===== src/rtl/rmiip3_pkg.sv =====
package rmiip3_pkg;
  localparam int CLK_SYS_PERIOD_NS = 10;
  localparam int REF_CLK_PERIOD_NS = 20;
  // cycles of clk_sys per half period of the internal 50 MHz reference
  localparam int REF_HALF_CYCLES = REF_CLK_PERIOD_NS / (2 * CLK_SYS_PERIOD_NS);
  localparam int DIBIT_W = 2;
  localparam int UPPER_W = 2;
  localparam int FIFO_DEPTH = 8;
  localparam logic RESET_LEVEL = 1'b0;
  typedef enum logic {RMIIP3_IDLE, RMIIP3_FRAME} rmiip3_rx_state_e;
endpackage : rmiip3_pkg


===== src/rtl/rmiip3_port.sv =====
`timescale 1ns/1ps
`default_nettype none

////////////////////////////////////////////////////////////////////////////////
module rmiip3_fifo #(
  parameter int WIDTH = 2,
  parameter int DEPTH = 8
) (
  input wire logic clk_sys,
  input wire logic resetn,
  input wire logic in_valid,
  output logic in_ready,
  input wire logic [WIDTH-1:0] in_data,
  output logic out_valid,
  input wire logic out_ready,
  output logic [WIDTH-1:0] out_data
);
  localparam int AW = (DEPTH > 1) ? $clog2(DEPTH) : 1;
  if (WIDTH < 1 || DEPTH < 2) begin : g_bad
    $error("fifo needs width >= 1 and depth >= 2");
  end
  logic [WIDTH-1:0] mem [DEPTH];
  logic [AW-1:0] wr_ptr, rd_ptr, next_wr_ptr, next_rd_ptr;
  logic [AW:0] count, next_count;
  logic push, pop;

  assign in_ready = (count != (AW+1)'(DEPTH));
  assign out_valid = (count != '0);
  assign out_data = mem[rd_ptr];
  assign push = in_valid && in_ready;
  assign pop = out_valid && out_ready;

  always_comb begin
    next_wr_ptr = wr_ptr;
    next_rd_ptr = rd_ptr;
    if (push) begin
      next_wr_ptr = (wr_ptr == AW'(DEPTH - 1)) ? '0 : wr_ptr + AW'(1);
    end
    if (pop) begin
      next_rd_ptr = (rd_ptr == AW'(DEPTH - 1)) ? '0 : rd_ptr + AW'(1);
    end
    next_count = count + (AW+1)'(push) - (AW+1)'(pop);
  end

  always_ff @(posedge clk_sys) begin
    if (!resetn) begin
      wr_ptr <= '0;
      rd_ptr <= '0;
      count <= '0;
    end else begin
      wr_ptr <= next_wr_ptr;
      rd_ptr <= next_rd_ptr;
      count <= next_count;
    end
    if (push) begin
      mem[wr_ptr] <= in_data;
    end
  end
endmodule : rmiip3_fifo

////////////////////////////////////////////////////////////////////////////////
module rmiip3_port
  import rmiip3_pkg::*;
(
  input wire logic clk_sys,
  input wire logic resetn,
  // link side
  input wire logic port3_ref_clock_in,
  output logic port3_ref_clock_out,
  output logic port3_ref_clock_out_oe,
  output logic port3_rx_valid_out,
  output logic port3_rx_data_bit1_out,
  output logic port3_rx_data_bit0_out,
  input wire logic port3_tx_enable_in,
  input wire logic port3_tx_data_bit1_in,
  input wire logic port3_tx_data_bit0_in,
  input wire logic [UPPER_W-1:0] port3_tx_data_upper_in,
  input wire logic port3_error_in,
  // configuration
  input wire logic ref_clock_internal,
  input wire logic ref_clock_invert,
  input wire logic half_duplex,
  // egress stream toward the link
  input wire logic egress_valid,
  output logic egress_ready,
  input wire logic [DIBIT_W-1:0] egress_data,
  // ingress stream from the link
  output logic ingress_valid,
  output logic [DIBIT_W-1:0] ingress_data,
  output logic ingress_end,
  output logic ingress_bad,
  output logic collision
);
  // two-flop synchronisers for everything arriving from the pins
  localparam int SYNC_W = 5 + UPPER_W;
  logic [SYNC_W-1:0] sync1, sync2;
  logic ref_s, en_s, err_s, upper_bad_s;
  logic [DIBIT_W-1:0] txd_s;
  logic int_ref, ref_prev, ref_sel, edge_en;
  logic fifo_valid;
  logic [DIBIT_W-1:0] fifo_data;
  rmiip3_rx_state_e state, next_state;
  logic err_seen, next_err_seen;
  logic next_rx_valid;
  logic [DIBIT_W-1:0] rx_data, next_rx_data;
  logic next_in_valid, next_in_end, next_in_bad;
  logic [DIBIT_W-1:0] next_in_data;

  always_ff @(posedge clk_sys) begin
    if (!resetn) begin
      sync1 <= '0;
      sync2 <= '0;
    end else begin
      sync1 <= {port3_tx_data_upper_in, port3_error_in, port3_tx_enable_in,
                port3_tx_data_bit1_in, port3_tx_data_bit0_in, port3_ref_clock_in};
      sync2 <= sync1;
    end
  end
  assign ref_s = sync2[0];
  assign txd_s = sync2[2:1];
  assign en_s = sync2[3];
  // an unconnected upper data pin or error pin must sit low or every frame ends flagged bad
  assign upper_bad_s = |sync2[SYNC_W-1:5];
  assign err_s = sync2[4] | upper_bad_s;

  ////////////////////////////////////////////////////////////////////////////////
  // reference selection: internal toggle at 50 MHz or the sampled pin
  assign ref_sel = ref_clock_internal ? int_ref : ref_s;
  assign edge_en = ref_sel && !ref_prev;
  assign port3_ref_clock_out = ref_clock_internal && (int_ref ^ ref_clock_invert);
  assign port3_ref_clock_out_oe = ref_clock_internal;

  always_ff @(posedge clk_sys) begin
    if (!resetn) begin
      int_ref <= RESET_LEVEL;
      ref_prev <= RESET_LEVEL;
    end else begin
      int_ref <= ~int_ref;
      ref_prev <= ref_sel;
    end
  end

  ////////////////////////////////////////////////////////////////////////////////
  // egress: one dibit per reference edge; an empty fifo ends the frame,
  // so the source must keep up once a frame has started
  rmiip3_fifo #(.WIDTH(DIBIT_W), .DEPTH(FIFO_DEPTH)) u_fifo (
    .clk_sys(clk_sys),
    .resetn(resetn),
    .in_valid(egress_valid),
    .in_ready(egress_ready),
    .in_data(egress_data),
    .out_valid(fifo_valid),
    .out_ready(edge_en),
    .out_data(fifo_data)
  );

  always_comb begin
    next_rx_valid = port3_rx_valid_out;
    next_rx_data = rx_data;
    if (edge_en) begin
      next_rx_valid = fifo_valid;
      next_rx_data = fifo_valid ? fifo_data : '0;
    end
  end

  always_ff @(posedge clk_sys) begin
    if (!resetn) begin
      port3_rx_valid_out <= 1'b0;
      rx_data <= '0;
    end else begin
      port3_rx_valid_out <= next_rx_valid;
      rx_data <= next_rx_data;
    end
  end
  assign port3_rx_data_bit1_out = rx_data[1];
  assign port3_rx_data_bit0_out = rx_data[0];

  // collision per the reduced interface: both directions active at once in half duplex
  assign collision = half_duplex && en_s && port3_rx_valid_out;

  ////////////////////////////////////////////////////////////////////////////////
  // ingress: dibits forwarded as sampled; the end pulse carries the verdict
  // since the fifo-less path cannot retract dibits already passed on
  always_comb begin
    next_state = state;
    next_err_seen = err_seen;
    next_in_valid = 1'b0;
    next_in_data = ingress_data;
    next_in_end = 1'b0;
    next_in_bad = 1'b0;
    if (edge_en) begin
      unique case (state)
        RMIIP3_IDLE: begin
          if (en_s) begin
            next_state = RMIIP3_FRAME;
            next_err_seen = err_s;
            next_in_valid = 1'b1;
            next_in_data = txd_s;
          end
        end
        RMIIP3_FRAME: begin
          if (en_s) begin
            next_err_seen = err_seen | err_s;
            next_in_valid = 1'b1;
            next_in_data = txd_s;
          end else begin
            next_state = RMIIP3_IDLE;
            next_in_end = 1'b1;
            next_in_bad = err_seen;
          end
        end
      endcase
    end
  end

  always_ff @(posedge clk_sys) begin
    if (!resetn) begin
      state <= RMIIP3_IDLE;
      err_seen <= 1'b0;
      ingress_valid <= 1'b0;
      ingress_data <= '0;
      ingress_end <= 1'b0;
      ingress_bad <= 1'b0;
    end else begin
      state <= next_state;
      err_seen <= next_err_seen;
      ingress_valid <= next_in_valid;
      ingress_data <= next_in_data;
      ingress_end <= next_in_end;
      ingress_bad <= next_in_bad;
    end
  end

  ////////////////////////////////////////////////////////////////////////////////
  property p_hold_between_edges;
    @(posedge clk_sys) disable iff (!resetn)
      !edge_en |=> $stable(port3_rx_valid_out) && $stable(rx_data);
  endproperty
  a_hold_between_edges: assert property (p_hold_between_edges)
    else $error("link outputs changed without a reference edge");
  property p_send_on_edge;
    @(posedge clk_sys) disable iff (!resetn)
      edge_en && fifo_valid |=> port3_rx_valid_out && rx_data == $past(fifo_data);
  endproperty
  a_send_on_edge: assert property (p_send_on_edge)
    else $error("queued dibit not sent on reference edge");
  property p_idle_when_empty;
    @(posedge clk_sys) disable iff (!resetn)
      edge_en && !fifo_valid |=> !port3_rx_valid_out;
  endproperty
  a_idle_when_empty: assert property (p_idle_when_empty)
    else $error("carrier held with nothing queued");
  property p_collision;
    @(posedge clk_sys) disable iff (!resetn)
      $past(resetn) && $past(resetn, 2) && half_duplex && port3_rx_valid_out
        |-> collision == $past(port3_tx_enable_in, 2);
  endproperty
  a_collision: assert property (p_collision)
    else $error("collision does not follow transmit enable overlap in half duplex");
  property p_bad_frame;
    @(posedge clk_sys) disable iff (!resetn)
      edge_en && en_s && err_s ##1 (!ingress_end)[*1] |-> err_seen;
  endproperty
  a_bad_frame: assert property (p_bad_frame)
    else $error("error during frame not remembered");
  property p_end_verdict;
    @(posedge clk_sys) disable iff (!resetn)
      edge_en && state == RMIIP3_FRAME && !en_s |=> ingress_end && ingress_bad == $past(err_seen);
  endproperty
  a_end_verdict: assert property (p_end_verdict)
    else $error("frame end or discard verdict wrong");
  property p_ext_ref_quiet;
    @(posedge clk_sys) disable iff (!resetn)
      !ref_clock_internal |-> !port3_ref_clock_out_oe && !port3_ref_clock_out;
  endproperty
  a_ext_ref_quiet: assert property (p_ext_ref_quiet)
    else $error("reference driven while external source chosen");
  property p_int_ref_toggles;
    @(posedge clk_sys) disable iff (!resetn)
      ref_clock_internal && $stable(ref_clock_internal) && $stable(ref_clock_invert)
        && $past(resetn) |-> port3_ref_clock_out != $past(port3_ref_clock_out);
  endproperty
  a_int_ref_toggles: assert property (p_int_ref_toggles)
    else $error("internal reference not running at half the system rate");
endmodule : rmiip3_port
`default_nettype wire


===== config.mk =====
export PLATFORM = sky130hd
export DESIGN_NAME = rmiip3_port
export DESIGN_NICKNAME = d
export VERILOG_FILES = /design/src/rtl/rmiip3_pkg.sv /design/src/rtl/rmiip3_port.sv
export SDC_FILE = /design/constraint.sdc
export NUM_CORES = 1
export LEC_CHECK = 0
export ABC_AREA = 0
export BUFFER_PORTS_ARGS = -buffer_cell sky130_fd_sc_hd__buf_4
export CAP_MARGIN = 30
export CORE_MARGIN = 2
export CORE_UTILIZATION = 44
export DETAILED_ROUTE_END_ITERATION = 10
export GPL_ROUTABILITY_DRIVEN = 0
export PLACE_DENSITY_LB_ADDON = 0.05
export SYNTH_ARGS = -nofsm -noshare
export SYNTH_HDL_FRONTEND = slang
export SYNTH_HIERARCHICAL = 1
export SYNTH_SLANG_ARGS = --single-unit
export TNS_END_PERCENT = 100

===== constraint.sdc =====
create_clock -name clk_sys -period 2.93 [get_ports clk_sys]
set_clock_uncertainty 0.15 [all_clocks]
set_input_delay 0.4395 -clock clk_sys [delete_from_list [all_inputs] [get_ports clk_sys]]
set_output_delay 0.4395 -clock clk_sys [all_outputs]
set_load 0.05 [all_outputs]

# Word level (Yosys, flattened, before mapping)
# Memory sizes are Yosys's and may differ from the RTL's. A register that Yosys moved wholly into a read port is not among the register bits.
# Index checks and enable logic that the tools add are counted.
dict set report totals {
  regBits 36
  ramBits 16
  n_memories 1
}
dict set report op_classes {
  n_addsub 4
  eq_ne 5
  muxes 14
  bitwise_logic 7
  n_reduce_logical 14
}
# name words width rd rd_clocked_by_memory_dff write_ports line_no
set memory_table {}
lappend memory_table {u_fifo.mem 8 2 1 1 1 rmiip3_port.sv:22} ;# logic [WIDTH-1:0] mem [DEPTH];
# cell n
set op_table {}
lappend op_table {{$mux 3} 4}
lappend op_table {{$mux 1} 7}
lappend op_table {{$add 3x1->3 const B} 2}
lappend op_table {{$eq 3x3->1 const B} 2}
lappend op_table {{$logic_and 1x1->1} 6}
lappend op_table {{$reduce_and 3->1} 2}
lappend op_table {{$add 4x1->4} 1}
lappend op_table {{$mux 2} 2}
lappend op_table {{$ne 2x2->1 const B} 2}
lappend op_table {{$ne 4x4->1 const B} 1}
lappend op_table {{$not 1->1} 4}
lappend op_table {{$reduce_and 2->1} 2}
lappend op_table {{$reduce_bool 4->1} 1}
lappend op_table {{$reduce_or 4->1} 1}
lappend op_table {{$sub 4x1->4} 1}
lappend op_table {{$or 1x1->1} 2}
lappend op_table {{$pmux 1 s2} 1}
lappend op_table {{$reduce_or 2->1} 1}
lappend op_table {{$logic_not 1->1} 1}
lappend op_table {{$xor 1x1->1} 1}

# Longest topological paths before layout
dict set report depth {
  depth_word 5
  mapped_depth 11
  depth_no_buf 10
}

# Cells and area by module
# The synthesis kept the hierarchy.
# mod instances cells_each area_each_um2 seq_area_each_um2
set by_module_without_submodules {}
lappend by_module_without_submodules {rmiip3_fifo 1 99 1303.8 740.7}
lappend by_module_without_submodules {rmiip3_port 1 77 873.3 520.5}

# Worst setup path before layout
# OpenSTA, ideal clock, no wires.
dict set report synth_timing {
  path_type {register to register}
  from {register u_fifo.count[2]}
  to {register u_fifo.count[2]}
  setup_time_ps 115
  arrival_ps 2396
  path_slack_ps 269
  path_stages_with_launch 11
  path_buffers 0
  synth_period_minus_slack_ps 2661
  path_cell_list {dfxtp_1 > inv_1 > ha_1 > or3b_1 > nand2_2 > ha_1 > inv_1 > ha_1 > fa_1 > xor2_1 > and2_1}
}
dict set report synth_via {
  elab_chain_len 4
  word_cells_on_any_way 6
}
# element line_no
set synth_rtl {}
lappend synth_rtl {{from (decl)} rmiip3_port.sv:24} ;# logic [AW:0] count, next_count;
lappend synth_rtl {{from (signal assigned)} rmiip3_port.sv:53} ;# count <= next_count;
lappend synth_rtl {{$ne 4x4->1} rmiip3_port.sv:27} ;# assign in_ready = (count != (AW+1)'(DEPTH));
lappend synth_rtl {{named net egress_ready} rmiip3_port.sv:85} ;# output logic egress_ready,
lappend synth_rtl {{$logic_and 1x1->1} rmiip3_port.sv:30} ;# assign push = in_valid && in_ready;
lappend synth_rtl {{$add 4x1->4} rmiip3_port.sv:42} ;# next_count = count + (AW+1)'(push) - (AW+1)'(pop);
lappend synth_rtl {{$sub 4x1->4} rmiip3_port.sv:42}
# The timed path passes the listed nets, and every way through them passes these cells.
# A chain may end at the register's enable or synchronous reset.

# Final worst setup path
dict set report layout_timing {
  from {register u_fifo.count[2]}
  to {register u_fifo.count[2]}
}
dict set report layout_via {
  word_cells_on_any_way 6
}
# element line_no
set layout_rtl {}
lappend layout_rtl {{$reduce_bool 4->1} rmiip3_port.sv:28} ;# assign out_valid = (count != '0);
lappend layout_rtl {{named net fifo_valid} rmiip3_port.sv:100} ;# logic fifo_valid;
lappend layout_rtl {{$logic_and 1x1->1} rmiip3_port.sv:31} ;# assign pop = out_valid && out_ready;
lappend layout_rtl {{$sub 4x1->4} rmiip3_port.sv:42}
# The timed path passes the listed nets, and every way through them passes these cells.

==> reports/results.md <==
## Detailed routing
* 4.81 — routed vias/inst
* 0 — detailed-route DRC error count
* 1298 — Via Count
* 3.39 mm — routed wire length
* 4 — count of TritonRoute iterations in the first routing pass
* 0 — post-detailed-route count of antenna-violating nets
* 12.6 um — average wire length per cell after detail routing
* 73 — violation count after the first detailed-route iteration

## Die
* 4750 um^2 — Core ar.
* 74.3 um — width of the die
* 25 — site row count
* 27 — I/O pin cnt
* 45.8% — initial standard-cell utilization of the core
* 5530 um^2 — die outline area
* 74.3 um — die boundary height

## Timing
* 64.6% — Slew headroom
* 88.8% — Final period util
* 0.526 ns — slew of the pin with the lowest slew margin
* 0 — Final Hold Fails
* 0 ns — TNS Setup
* 2.60 ns — Final Critical Period
* 0 — max-slew violation count
* 0 — count of endpoints failing setup in the final report
* 0.385 GHz — fmax
* no — setup repair after global routing missed its margin

## Worst setup path
* reg -> reg — WS Path Type
* u_fifo/count[2]$_SDFF_PN0_ — worst flop-to-flop path endpoint
* 2.98 ns — critical path data required time
* 0.33 ns — worst setup slack for register-to-register paths
* u_fifo/count[2]$_SDFF_PN0_ — launch point of the worst reg-to-reg path
* sky130_fd_sc_hd__or3b_4 — critical path's slowest cell
* adder cells — critical path's top delay family
* 0.41 ns — worst stage delay on the critical path
* 5 — critical-path maximum fanout
* flop — Critical Path Start Type
* 2 — crit path buf inv count
* 10 — number of cells on the worst reg-to-reg path
* sky130_fd_sc_hd__ha_1 — Worst path most repeated cell
* flop — crit path capture type
* inv_1 > ha_1 > or3b_4 > and2_4 > ha_1 > inv_1 > ha_1 > fa_1 > xor2_1 > and2_1 — critical-path cell list
* 2.65 ns — arrival time at the worst endpoint

## Logic synthesis
* 2.01% — Synth Area in Compound Gates
* 2180 um^2 — cell area after technology mapping
* 19.1% — basic-gate share of the synthesized area counting and, or, nand and nor cells
* 6 — count of warnings emitted by yosys
* 55 — register bit count reported by yosys
* 0.805% — XOR/XNOR share of the synthesized area
* 202 — Net Count, Synth
* 40 — Netlist cell types
* simple AND/OR/NAND/NOR gates — combinational family with the most area after synthesis
* 57.9% — sequential-to-total area share from yosys stat
* 6.67% — adder-cell share of the synthesized area
* 10.9% — mux contribution to synthesized area
* 176 — Mapped Cells
* 12.4 um^2 — mean post-synth cell area

## Cells and area
* 461 — Fillers
* 860 um^2 — area used by multi-input combinational logic
* 0 — number of antenna diodes
* 228 — Final Net Count
* 14.9% — area delta synth->final
* 270 — final instance count without filler cells
* 1260 um^2 — FF+latch area
* sky130_fd_sc_hd__dfxtp_1 — most common cell after layout, fill and taps aside
* 23.2% — share of post-route cells with drive strength above 1
* sky130_fd_sc_hd__dfxtp_1 (39), sky130_fd_sc_hd__buf_4 (26), sky130_fd_sc_hd__nand2_1 (22) — most used cells in the layout excluding fill and tap cells

## Pwr
* 679 nW/um^2 — cell area power density
* 53.0% — Seq pwr share
* 24.3% — combinational cell fraction of total power
* 0.000989 uW — P_leak
* 492 uW — switching power total
* 1210 uW — internal power
* 29.0% — Switching Share
* 0.000379 V — worst vdd ir
* 22.7% — proportion of power drawn by the clock network

## Clock tree
* 55 — CTS sink count
* 0.30 ns — worst skew pair latency
* 0.09 ns — post-CTS clock slew at the launch and capture registers of the worst setup and hold paths
* yes — clock tree from TritonCTS
* 2 — # H-tree levels
* sky130_fd_sc_hd__clkbuf_8 — Root Buffer
* 2 — clk buf depth
* 5 — Num CTS Buffers
* 0 — buffers inserted by post-CTS timing repair
* 0 — number of hold buffers added after cts
* 0 — post-CTS sizing

## GRT
* 0 — number of antenna violations at the first check in global routing
* 5.64 mm — first-pass GRT wire length
* 51 — maximum number of pins on one net before global-route repair
* 0 — leftover overflow at the end of global routing
* 1267 — number of global-route vias before repair
* 13.7% — GRT Util Overall

## Min path
* port3_tx_enable_in — hold path start
* 2 — hold path cells
* in -> reg — Hold/Removal Path Class
* sync1[3]$_SDFF_PN0_ — WHS Endpoint

## Place
* 26 — number of buffers added on ports
* 2.46 mm — HPWL after DPL
* 262 — total placed cells including tap cells

## Status
* complete, no violations — status

## Run
* 0 — number of max-cap violations

-- power by group through the flow --
stage | sequential, uW | combinational (uW) | clock [uW]
global route | 909 | 466 | 437
finish | 900 | 412 | 386
CTS | 900 | 417 | 403
global placement | 915 | 398 | 0
detailed placement | 917 | 416 | 0
floorplan | 928 | 302 | 0
-- sequential cells by signal, indices dropped and copies added (netlist names), 2 cells and up, named ones only --
| signal | flops |
|---|---|
| u_fifo/rd_ptr | 3 |
| u_fifo/mem | 16 |
| u_fifo/wr_ptr | 3 |
| sync1 | 7 |
| ingress_data | 2 |
| sync2 | 7 |
| u_fifo/count | 4 |
| rx_data | 2 |
-- Yosys cell counts, drive strengths merged --
cell	instances	area (um^2)
and2	20	130
nor3b	1	18.8
buf	2	18.8
and4b	1	10.0
and3	2	12.5
nand4	1	6.26
dfxtp	39	781
mux2i	12	124
clkbuf	5	18.8
nor2	6	30.0
and2b	1	8.76
nand2	23	88.8
mux4	4	90.1
fa	1	20.0
nand3	3	15.0
o2bb2ai	2	17.5
a21oi	1	5.00
o21ai	1	5.00
o31a	1	8.76
nor4b	1	8.76
nor4	1	6.26
or3b	2	20.0
ha	10	125
edfxtp	16	480
nand2b	3	18.8
nor3	4	20.0
and3b	1	8.76
mux2	2	22.5
nor2b	1	6.26
nand3b	1	7.51
xor2	2	17.5
a21o	1	7.51
inv	5	18.8
-- per-stage QoR --
stage          cell area (um^2)  hold WS, ns  util, %  power [uW]  setup WS, ns
2_1_floorplan              2180        0.262        -        1230         0.269
3_3_place_gp               2420        0.265     50.9        1310         0.290
3_5_place_dp               2420        0.274     50.9        1330         0.225
4_1_cts                    2500        0.184     52.6        1720         0.329
5_1_grt                    2500        0.186     52.6        1810         0.237
6_report                   2500        0.197     52.6        1700         0.329
-- how the worst max path moves through the flow --
stage / start / slack, ns / to / depth (start not counted)
floorplan: u_fifo/count[2]$_SDFF_PN0_ / 0.27 / u_fifo/count[2]$_SDFF_PN0_ / 10
global placement: ref_clock_internal / 0.29 / u_fifo/count[2]$_SDFF_PN0_ / 10
detailed placement: ref_clock_internal / 0.23 / u_fifo/count[2]$_SDFF_PN0_ / 10
CTS: u_fifo/count[2]$_SDFF_PN0_ / 0.33 / u_fifo/count[2]$_SDFF_PN0_ / 10
global route: u_fifo/count[2]$_SDFF_PN0_ / 0.24 / u_fifo/count[2]$_SDFF_PN0_ / 10
finish: u_fifo/count[2]$_SDFF_PN0_ / 0.33 / u_fifo/count[2]$_SDFF_PN0_ / 10
-- worst register-to-register path, stage by stage, from the launching register on --
cell and delay, ns:
sky130_fd_sc_hd__dfxtp_1 0.31, sky130_fd_sc_hd__inv_1 0.10, sky130_fd_sc_hd__ha_1 0.15, sky130_fd_sc_hd__or3b_4 0.41, sky130_fd_sc_hd__and2_4 0.20, sky130_fd_sc_hd__ha_1 0.27, sky130_fd_sc_hd__inv_1 0.04, sky130_fd_sc_hd__ha_1 0.20
sky130_fd_sc_hd__fa_1 0.40, sky130_fd_sc_hd__xor2_1 0.15, sky130_fd_sc_hd__and2_1 0.15
-- layout make-up --
class | instances | share of cell area [%]
clock buffers | 5 | 2.75
clock inverters | 3 | 0.600
repair buffers | 26 | 7.80
flip-flops and latches | 55 | 50.4
inverters | 5 | 0.750
well taps | 67 | 3.35
multi-input cells | 109 | 34.3
-- metal layers --
layer	vias up	track usage (%)	wire [um]
li1	654	-	-
met2	20	21.6	1580
met1	620	18.2	1630
met5	-	0	0
met3	4	4.07	142
met4	0	4.17	36
-- kinds of logic after synthesis --
kind of cell	Yosys count
flops	55
fa+ha+maj	11
buf+inv	12
xor+xnor	2
compound gates	6
simple gates	72
mux	18
(Power assumes the default switching activity.)
